**src/ref_pkg.sv**
```systemverilog
/*
 * ref_pkg: shared constants of the earth-fault decision stage.
 * Assumes a 32-bit AXI4-Lite register bus, one word per register.
 */
package ref_pkg;
  localparam int AXI_AW = 8;
  // register byte offsets
  localparam logic [7:0] OFS_CTRL    = 8'h00;
  localparam logic [7:0] OFS_PRI     = 8'h04;
  localparam logic [7:0] OFS_NEUT    = 8'h08;
  localparam logic [7:0] OFS_BASE    = 8'h0C;
  localparam logic [7:0] OFS_SLOPE   = 8'h10;
  localparam logic [7:0] OFS_BRK     = 8'h14;
  localparam logic [7:0] OFS_STATUS  = 8'h18;
  localparam logic [7:0] OFS_DIFF    = 8'h1C;
  localparam logic [7:0] OFS_BIAS    = 8'h20;
  localparam logic [7:0] OFS_IRQ_ST  = 8'h24;
  localparam logic [7:0] OFS_IRQ_MSK = 8'h28;
  // control field positions
  localparam int CTRL_OPER_BIT = 0;
  localparam int CTRL_DIRC_BIT = 1;
  // status / interrupt field positions
  localparam int ST_TRIP_BIT  = 0;
  localparam int ST_DIR_BIT   = 1;
  localparam int ST_CHAR_BIT  = 2;
  localparam int ST_BLK_BIT   = 3;
  localparam int IRQ_TRIP_BIT = 0;
  localparam int IRQ_BLK_BIT  = 1;
  // setting ranges and reset values, percent
  localparam logic [9:0] PRI_MIN   = 10'h014;
  localparam logic [9:0] PRI_MAX   = 10'h1F4;
  localparam logic [9:0] PRI_RST   = 10'h064;
  localparam logic [9:0] NEUT_MIN  = 10'h064;
  localparam logic [9:0] NEUT_MAX  = 10'h3E8;
  localparam logic [9:0] NEUT_RST  = 10'h1F4;
  localparam logic [9:0] BASE_MIN  = 10'h00A;
  localparam logic [9:0] BASE_MAX  = 10'h032;
  localparam logic [9:0] BASE_RST  = 10'h01E;
  localparam logic [9:0] SLOPE_MIN = 10'h032;
  localparam logic [9:0] SLOPE_MAX = 10'h064;
  localparam logic [9:0] SLOPE_RST = 10'h046;
  localparam logic [9:0] BRK_MIN   = 10'h064;
  localparam logic [9:0] BRK_MAX   = 10'h0C8;
  localparam logic [9:0] BRK_RST   = 10'h07D;
  localparam logic       OPER_RST  = 1'b1;
  localparam logic       DIRC_RST  = 1'b1;
  localparam int         SENS_BOOST_SHIFT = 2;
  localparam logic [1:0] RESP_OKAY   = 2'h0;
  localparam logic [1:0] RESP_SLVERR = 2'h2;
endpackage : ref_pkg

```
**src/ref_max4.sv**
```systemverilog
/*
 * ref_max4: largest of four unsigned magnitudes, registered.
 * Assumes inputs synchronous to aclk.
 */
`timescale 1ns/1ps
module ref_max4 #(
  parameter int W = 16
) (
  input  wire logic         aclk,
  input  wire logic         aresetn,
  input  wire logic [W-1:0] in_a,
  input  wire logic [W-1:0] in_b,
  input  wire logic [W-1:0] in_c,
  input  wire logic [W-1:0] in_d,
  output logic      [W-1:0] max_out
);
  typedef struct packed {
    logic [W-1:0] mx;
  } ref_max_s;

  ref_max_s st;
  ref_max_s next_st;
  logic [W-1:0] ab;
  logic [W-1:0] cd;

  always_comb begin
    ab        = (in_a > in_b) ? in_a : in_b;
    cd        = (in_c > in_d) ? in_c : in_d;
    next_st.mx = (ab > cd) ? ab : cd;
  end

  always_ff @(posedge aclk) begin
    if (!aresetn) begin
      st <= '0;
    end else begin
      st <= next_st;
    end
  end

  assign max_out = st.mx;
endmodule : ref_max4

```
**src/ref_trip_decision_logic.sv**
```systemverilog
/*
 * ref_trip_decision_logic: trip decision of a restricted earth-fault
 * function with AXI4-Lite settings, measured values and interrupt.
 * Assumes upstream stages deliver the characteristic trip, the
 * directional flag and magnitudes synchronous to aclk.
 */
// Chosen here: the register addresses and the AXI4-Lite interface to the registers.
// How it works
// - trip only when above characteristic, not blocked and operation on
// - blocked when directional check on and flag set, or user block
// - operation setting Off/On, reset On; Off suppresses trip
// - directional check setting, reset true, gates directional blocking
// - boost input makes base sensitivity four times finer
// - compensation settings: primary 20..500 reset 100, neutral 100..1000 reset 500
// - slope setting 50..100 percent in steps of one
// - breakpoint 100..200 reset 125, base 30, slope 70
// - directional flag passed out unchanged beside the trip
// - one general trip output bit
// - no timer in the decision path
// - differential current readable in percent
// - bias current readable in percent
// - bias is the largest of phase and neutral magnitudes
`timescale 1ns/1ps
module ref_trip_decision_logic #(
  parameter int MAG_W = 16
) (
  input  wire logic                       aclk,
  input  wire logic                       aresetn,
  input  wire logic [ref_pkg::AXI_AW-1:0] s_axi_awaddr,
  input  wire logic [2:0]                 s_axi_awprot,
  input  wire logic                       s_axi_awvalid,
  output logic                            s_axi_awready,
  input  wire logic [31:0]                s_axi_wdata,
  input  wire logic [3:0]                 s_axi_wstrb,
  input  wire logic                       s_axi_wvalid,
  output logic                            s_axi_wready,
  output logic [1:0]                      s_axi_bresp,
  output logic                            s_axi_bvalid,
  input  wire logic                       s_axi_bready,
  input  wire logic [ref_pkg::AXI_AW-1:0] s_axi_araddr,
  input  wire logic [2:0]                 s_axi_arprot,
  input  wire logic                       s_axi_arvalid,
  output logic                            s_axi_arready,
  output logic [31:0]                     s_axi_rdata,
  output logic [1:0]                      s_axi_rresp,
  output logic                            s_axi_rvalid,
  input  wire logic                       s_axi_rready,
  input  wire logic                       char_internal_trip,
  input  wire logic                       dir_block_flag,
  input  wire logic                       user_block_in,
  input  wire logic                       sens_boost_in,
  input  wire logic [MAG_W-1:0]           phase_l1_mag,
  input  wire logic [MAG_W-1:0]           phase_l2_mag,
  input  wire logic [MAG_W-1:0]           phase_l3_mag,
  input  wire logic [MAG_W-1:0]           neutral_mag,
  input  wire logic [MAG_W-1:0]           diff_mag,
  output logic                            general_trip_out,
  output logic                            dir_block_out,
  output logic [9:0]                      primary_comp_pct,
  output logic [9:0]                      neutral_comp_pct,
  output logic [11:0]                     base_sens_qpct,
  output logic [9:0]                      slope_pct,
  output logic [9:0]                      breakpoint_pct,
  output logic                            irq
);
  if (MAG_W < 8 || MAG_W > 32) begin : g_chk
    $error("MAG_W must lie in 8..32");
  end

  typedef struct packed {
    logic             oper;
    logic             dir_chk;
    logic [9:0]       pri;
    logic [9:0]       neut;
    logic [9:0]       base;
    logic [9:0]       slope;
    logic [9:0]       brk;
    logic             trip;
    logic             dir;
    logic             blk;
    logic [MAG_W-1:0] diff;
    logic [1:0]       ist;
    logic [1:0]       imsk;
    logic             bvalid;
    logic [1:0]       bresp;
    logic             rvalid;
    logic [1:0]       rresp;
    logic [31:0]      rdata;
  } ref_state_s;

  ref_state_s       st;
  ref_state_s       next_st;
  logic [MAG_W-1:0] bias;
  logic             wr_go;
  logic             rd_go;
  logic             blocked;
  logic [9:0]       wval;
  logic [31:0]      rword;
  logic             rhit;

  ref_max4 #(.W(MAG_W)) u_bias (
    .aclk    (aclk),
    .aresetn (aresetn),
    .in_a    (phase_l1_mag),
    .in_b    (phase_l2_mag),
    .in_c    (phase_l3_mag),
    .in_d    (neutral_mag),
    .max_out (bias)
  );

  // write address and data are taken together, one write in flight
  assign wr_go         = s_axi_awvalid && s_axi_wvalid && !st.bvalid;
  assign rd_go         = s_axi_arvalid && !st.rvalid;
  assign s_axi_awready = wr_go;
  assign s_axi_wready  = wr_go;
  assign s_axi_arready = rd_go;

  assign blocked = (st.dir_chk && dir_block_flag) || user_block_in;

  // byte lanes 0 and 1 merge into a 10-bit setting
  function automatic logic [9:0] merge10(input logic [9:0]  old,
                                         input logic [31:0] d,
                                         input logic [3:0]  be);
    logic [15:0] v;
    v = {6'h00, old};
    if (be[0]) begin
      v[7:0] = d[7:0];
    end
    if (be[1]) begin
      v[15:8] = d[15:8];
    end
    merge10 = v[9:0];
  endfunction : merge10

  function automatic logic in_rng(input logic [9:0] v,
                                  input logic [9:0] lo,
                                  input logic [9:0] hi);
    in_rng = (v >= lo) && (v <= hi);
  endfunction : in_rng

  always_comb begin
    rhit  = 1'b1;
    rword = 32'h0000_0000;
    case (s_axi_araddr)
      ref_pkg::OFS_CTRL: begin
        rword[ref_pkg::CTRL_OPER_BIT] = st.oper;
        rword[ref_pkg::CTRL_DIRC_BIT] = st.dir_chk;
      end
      ref_pkg::OFS_PRI:     rword[9:0] = st.pri;
      ref_pkg::OFS_NEUT:    rword[9:0] = st.neut;
      ref_pkg::OFS_BASE:    rword[9:0] = st.base;
      ref_pkg::OFS_SLOPE:   rword[9:0] = st.slope;
      ref_pkg::OFS_BRK:     rword[9:0] = st.brk;
      ref_pkg::OFS_STATUS: begin
        rword[ref_pkg::ST_TRIP_BIT] = st.trip;
        rword[ref_pkg::ST_DIR_BIT]  = st.dir;
        rword[ref_pkg::ST_CHAR_BIT] = char_internal_trip;
        rword[ref_pkg::ST_BLK_BIT]  = st.blk;
      end
      ref_pkg::OFS_DIFF:    rword[MAG_W-1:0] = st.diff;
      ref_pkg::OFS_BIAS:    rword[MAG_W-1:0] = bias;
      ref_pkg::OFS_IRQ_ST:  rword[1:0] = st.ist;
      ref_pkg::OFS_IRQ_MSK: rword[1:0] = st.imsk;
      default:              rhit = 1'b0;
    endcase
  end

  always_comb begin
    next_st = st;
    wval    = 10'h000;
    next_st.trip = char_internal_trip && !blocked && st.oper;
    next_st.dir  = dir_block_flag;
    next_st.blk  = blocked;
    next_st.diff = diff_mag;

    if (st.bvalid && s_axi_bready) begin
      next_st.bvalid = 1'b0;
    end
    if (st.rvalid && s_axi_rready) begin
      next_st.rvalid = 1'b0;
    end

    if (wr_go) begin
      next_st.bvalid = 1'b1;
      next_st.bresp  = ref_pkg::RESP_OKAY;
      case (s_axi_awaddr)
        ref_pkg::OFS_CTRL: begin
          if (s_axi_wstrb[0]) begin
            next_st.oper    = s_axi_wdata[ref_pkg::CTRL_OPER_BIT];
            next_st.dir_chk = s_axi_wdata[ref_pkg::CTRL_DIRC_BIT];
          end
        end
        ref_pkg::OFS_PRI: begin
          wval = merge10(st.pri, s_axi_wdata, s_axi_wstrb);
          if (in_rng(wval, ref_pkg::PRI_MIN, ref_pkg::PRI_MAX)) begin
            next_st.pri = wval;
          end else begin
            next_st.bresp = ref_pkg::RESP_SLVERR;
          end
        end
        ref_pkg::OFS_NEUT: begin
          wval = merge10(st.neut, s_axi_wdata, s_axi_wstrb);
          if (in_rng(wval, ref_pkg::NEUT_MIN, ref_pkg::NEUT_MAX)) begin
            next_st.neut = wval;
          end else begin
            next_st.bresp = ref_pkg::RESP_SLVERR;
          end
        end
        ref_pkg::OFS_BASE: begin
          wval = merge10(st.base, s_axi_wdata, s_axi_wstrb);
          if (in_rng(wval, ref_pkg::BASE_MIN, ref_pkg::BASE_MAX)) begin
            next_st.base = wval;
          end else begin
            next_st.bresp = ref_pkg::RESP_SLVERR;
          end
        end
        ref_pkg::OFS_SLOPE: begin
          wval = merge10(st.slope, s_axi_wdata, s_axi_wstrb);
          if (in_rng(wval, ref_pkg::SLOPE_MIN, ref_pkg::SLOPE_MAX)) begin
            next_st.slope = wval;
          end else begin
            next_st.bresp = ref_pkg::RESP_SLVERR;
          end
        end
        ref_pkg::OFS_BRK: begin
          wval = merge10(st.brk, s_axi_wdata, s_axi_wstrb);
          if (in_rng(wval, ref_pkg::BRK_MIN, ref_pkg::BRK_MAX)) begin
            next_st.brk = wval;
          end else begin
            next_st.bresp = ref_pkg::RESP_SLVERR;
          end
        end
        ref_pkg::OFS_STATUS, ref_pkg::OFS_DIFF, ref_pkg::OFS_BIAS: begin
          // read-only words, writes ignored
        end
        ref_pkg::OFS_IRQ_ST: begin
          if (s_axi_wstrb[0]) begin
            next_st.ist = st.ist & ~s_axi_wdata[1:0];
          end
        end
        ref_pkg::OFS_IRQ_MSK: begin
          if (s_axi_wstrb[0]) begin
            next_st.imsk = s_axi_wdata[1:0];
          end
        end
        default: next_st.bresp = ref_pkg::RESP_SLVERR;
      endcase
    end

    // events are applied after the clear so a same-cycle event survives
    if (next_st.trip && !st.trip) begin
      next_st.ist[ref_pkg::IRQ_TRIP_BIT] = 1'b1;
    end
    if (blocked && !st.blk) begin
      next_st.ist[ref_pkg::IRQ_BLK_BIT] = 1'b1;
    end

    if (rd_go) begin
      next_st.rvalid = 1'b1;
      next_st.rdata  = rword;
      next_st.rresp  = rhit ? ref_pkg::RESP_OKAY : ref_pkg::RESP_SLVERR;
    end
  end

  always_ff @(posedge aclk) begin
    if (!aresetn) begin
      st         <= '0;
      st.oper    <= ref_pkg::OPER_RST;
      st.dir_chk <= ref_pkg::DIRC_RST;
      st.pri     <= ref_pkg::PRI_RST;
      st.neut    <= ref_pkg::NEUT_RST;
      st.base    <= ref_pkg::BASE_RST;
      st.slope   <= ref_pkg::SLOPE_RST;
      st.brk     <= ref_pkg::BRK_RST;
    end else begin
      st <= next_st;
    end
  end

  assign general_trip_out = st.trip;
  assign dir_block_out    = st.dir;
  assign primary_comp_pct = st.pri;
  assign neutral_comp_pct = st.neut;
  assign slope_pct        = st.slope;
  assign breakpoint_pct   = st.brk;
  // boost divides pickup
  // quarter-percent units keep the divide by four exact
  assign base_sens_qpct = sens_boost_in ? {2'b00, st.base}
                                        : {st.base, 2'b00};
  assign irq          = |(st.ist & st.imsk);
  assign s_axi_bvalid = st.bvalid;
  assign s_axi_bresp  = st.bresp;
  assign s_axi_rvalid = st.rvalid;
  assign s_axi_rresp  = st.rresp;
  assign s_axi_rdata  = st.rdata;
endmodule : ref_trip_decision_logic

```
**config.mk**
```make
export PLATFORM = sky130hd
export DESIGN_NAME = ref_trip_decision_logic
export DESIGN_NICKNAME = d
export VERILOG_FILES = /design/src/ref_pkg.sv /design/src/ref_max4.sv /design/src/ref_trip_decision_logic.sv
export SDC_FILE = /design/constraint.sdc
export NUM_CORES = 1
export LEC_CHECK = 0
export BUFFER_PORTS_ARGS = -buffer_cell sky130_fd_sc_hd__buf_4
export CORE_ASPECT_RATIO = 0.8
export CORE_UTILIZATION = 40
export CTS_CLUSTER_DIAMETER = 30
export CTS_CLUSTER_SIZE = 28
export DETAILED_ROUTE_END_ITERATION = 8
export GPL_ROUTABILITY_DRIVEN = 0
export PLACE_DENSITY = 0.6
export SLEW_MARGIN = 10
export SYNTH_ARGS = -nofsm -noshare
export SYNTH_HDL_FRONTEND = slang
export SYNTH_SLANG_ARGS = --single-unit
```
**constraint.sdc**
```tcl
create_clock -name aclk -period 4.8 [get_ports aclk]
set_clock_uncertainty 0.15 [all_clocks]
set_input_delay 0 -clock aclk [delete_from_list [all_inputs] [get_ports aclk]]
set_output_delay 0 -clock aclk [all_outputs]
set_load 0.005 [all_outputs]
```
==> results.yml <==
clock_network:
  cts_tree: "built"
  clock-sinks: 111
  cts_setup_buffers: 0
  numCtsBuffers: 9
  htreeDepth: 3
  clock_path_buffers: 2
  path_clk_slew_ps: 80
  clk_latency_ps: 360
  cts-root-buf: "clkbuf_16"
floorplanning:
  core_area_mm2: 0.0209
  ios: 245
  fp.dieW_um: 166
  fp.dieArea_mm2: 0.0221
  row_count: 47
  die_y_um: 133
  initial_utilization_pct: 41.2
final_layout:
  nNetsFinal: 1402
  num-fill-cells: 1987
  areaGrowthSynthToFinish_pct: 26.3
  mostFrequentLayoutCells: "214 x buf_4, 111 x dfxtp_1, 96 x dlygate4sd3_1, 73 x nand2_1, 54 x nor2_1"
  final_common_cell: "buf_4"
  drive_above_1_share_pct: 24.8
  final_cell_area_mm2: 0.0109
  num_antenna_cells: 0
routing:
  route.detailed.drc: 12
  vias: 8591
  firstDrtPassIters: 7
  wl_per_cell_um: 19.6
  via_per_inst: 5.81
  ant_nets: 0
  routed_wl_um: 29100
  drt-initial-drc-count: 877
hold_path:
  hp-start: "s_axi_araddr[2]"
  hold_class: "input pin to register"
global_route:
  grtUsageTotal_pct: 25.8
  grt_first_pass_wirelength_um: 45100
  grt_max_degree: 61
  antenna_found_initial: 0
  grt_pass1_vias: 8116
  grt_overflow_total: 0
logic_synthesis:
  synthXorXnorAreaFrac_pct: 0.102
  syn_inst: 1018
  synth_area_mm2: 0.00860
  synthSimpleGateAreaFrac_pct: 22.2
  ys_seq_area_share_pct: 25.8
  synth_flop_cell: "dfxtp_1"
  ys_warn_count: 0
  synth.distinct_cells: 88
  ys_async_sr_fraction_pct: 0
  synth_fa_ha_area_share_pct: 6.98
  synth.area.mux_share_pct: 7.49
  synth_top_family_by_area: "compound AO/OA/AOI/OAI gates"
  synth.avg_cell_area_um2: 8.45
  synth_seq_cells: 111
  synth_edf_count: 0
  synth_compound_area_share_pct: 22.7
timing:
  maxSlewViolCount: 0
  setup_viol: 0
  hold_viol_final: 0
  slew-limit-headroom_pct: 41.6
  period_share_pct: 94.7
  worstMarginPinSlew_ps: 874
  setup_tns_ps: 0
  rsz0062_at_grt: "no"
  fmax_mhz: 220
  period_needed_ps: 4550
power_and_ir_drop:
  power.density_mw_per_mm2: 237
  clkPwrFrac_pct: 31.8
  p_sw_uw: 779
  pwr-share-comb_pct: 29.6
  seqPwrFrac_pct: 38.6
  sw_frac_of_total_pct: 30.3
  intPower_mw: 1.80
  peakVddDrop_mv: 0.161
  power_leakage_nw: 4.72
placed_design:
  dp_hpwl_um: 21100
  post_dp_cell_area_mm2: 0.00955
  portBuffers: 196
setup_path:
  crit_arrival_ps: 4690
  cp-end-kind: "register"
  worstPathMaxFanout: 17
  worst_ep_required_time_ps: 4950
  path_class: "input pin to register"
  cp-start-kind: "input pin"
  crit_start: "phase_l2_mag[10]"
  crit-reg2reg-launch: "s_axi_rvalid"
job:
  drv_cap: 0
run_status:
  violations: "design-rule violations"
  status: "complete, but fails checks"
logic make-up after synthesis:
logic type / count (synthesis)
DFF: 111
adders and majority gates: 48
other: 1
AOI/OAI and AO/OA: 251
buffers and inverters: 195
muxes: 60
xor gates and xnor gates: 1
and+or+nand+nor: 351
critical path: stages:
cell and delay, ps:
dlygate4sd3_1 530, buf_4 140, inv_1 70, ha_1 250, and3_1 210, a221o_1 360
o211ai_2 150, nand3_2 80, and2_1 190, buf_4 210, o21ai_1 160, ha_1 260
a21oi_1 200, o21ai_0 170, a221oi_2 340, nand3_1 210, a21o_4 350, o221ai_1 230
dlygate4sd3_1 580
registers in the layout, indices dropped and copies added, names as in the netlist:
signal and cells:
slope_pct 10, s_axi_rresp 1, neutral_comp_pct 10, general_trip_out 1
dir_block_out 1, breakpoint_pct 10, primary_comp_pct 10, u_bias.max_out 16
s_axi_rdata 16, st 33, s_axi_bvalid 1, s_axi_rvalid 1
s_axi_bresp 1
through the flow:
step	worst slack (ps)	hold slack, ps	power [mW]	std cells	utilization [%]
floorplan	1310	-28.3	1.47	1035	-
global placement	650	59.5	1.65	1367	45.7
detailed placement	573	61.0	1.66	1367	45.7
CTS	135	14.1	2.56	1479	51.9
global route	30.2	48.9	2.70	1479	52.0
finish	253	23.6	2.57	1479	52.0
cells in the mapped netlist, types with 5 or more instances:
master | number | area, µm²
nand2_1 | 73 | 274
dfxtp_1 | 111 | 2220
inv_1 | 40 | 150
o32ai_1 | 16 | 140
ha_1 | 48 | 601
nand3b_1 | 5 | 37.5
o21ai_0 | 46 | 230
a221oi_1 | 15 | 131
mux2_2 | 15 | 169
clkbuf_8 | 15 | 206
nor3_1 | 22 | 110
nor4_1 | 9 | 56.3
buf_2 | 14 | 70.1
clkbuf_1 | 34 | 128
o21ai_1 | 6 | 30.0
o221ai_1 | 8 | 70.1
nand4_1 | 45 | 282
nor2_1 | 54 | 203
and3_1 | 18 | 113
o211ai_1 | 20 | 150
a21oi_1 | 42 | 210
o221ai_2 | 9 | 135
nand3_1 | 40 | 200
a31oi_4 | 10 | 213
and2_1 | 32 | 200
a22oi_1 | 7 | 52.6
nor4b_1 | 5 | 43.8
buf_4 | 79 | 593
nor2b_1 | 7 | 43.8
a31oi_1 | 19 | 119
a21o_1 | 7 | 52.6
nand2b_1 | 10 | 62.6
and3_2 | 6 | 45.0
mux2i_1 | 43 | 430
a22o_1 | 5 | 43.8
path summary, 6_finish.rpt:
| check | to | slack [ps] | depth (start not counted) |
|---|---|---|---|
| setup / recovery | u_bias.max_out[3] | 250 | 19 |
| setup reg to reg | s_axi_rresp[1] | 2210 | 5 |
| hold / removal | s_axi_rdata[1] | 20 | 3 |
| hold reg to reg | s_axi_rdata[2] | 310 | 2 |
cell type report:
class / instances / area [µm²] / share of cell area [%]
repair buffers: 312 / 2610 / 24.0
inverters: 42 / 158 / 1.45
multi-input cells: 729 / 5220 / 48.0
clock buffers: 10 / 229 / 2.11
clock inverters: 6 / 93.8 / 0.864
flip-flops and latches: 111 / 2220 / 20.5
well taps: 269 / 337 / 3.10
per-layer routing:
| metal | GRT usage [%] | share of wire [%] | routed length [µm] |
|---|---|---|---|
| met5 | 0 | 0 | 0 |
| met4 | 5.76 | 1.4 | 397 |
| met3 | 5.50 | 8.7 | 2530 |
| met2 | 40.8 | 45 | 13000 |
| met1 | 36.1 | 45 | 13100 |
power by group through the flow:
stage	Combinational (mW)	Sequential, mW	Clock, mW
global route	0.835	0.997	0.872
detailed placement	0.643	1.01	0
CTS	0.738	0.993	0.830
finish	0.762	0.993	0.820
global placement	0.635	1.02	0
floorplan	0.462	1.00	0
timing repair:
item                       in CTS  in global routing
resized for setup               0                  7
setup endpoints to repair       0                 16
hold endpoints to repair       93                  0
hold buffers                   96                  0
No activity file was read; power rests on OpenSTA's default activity.
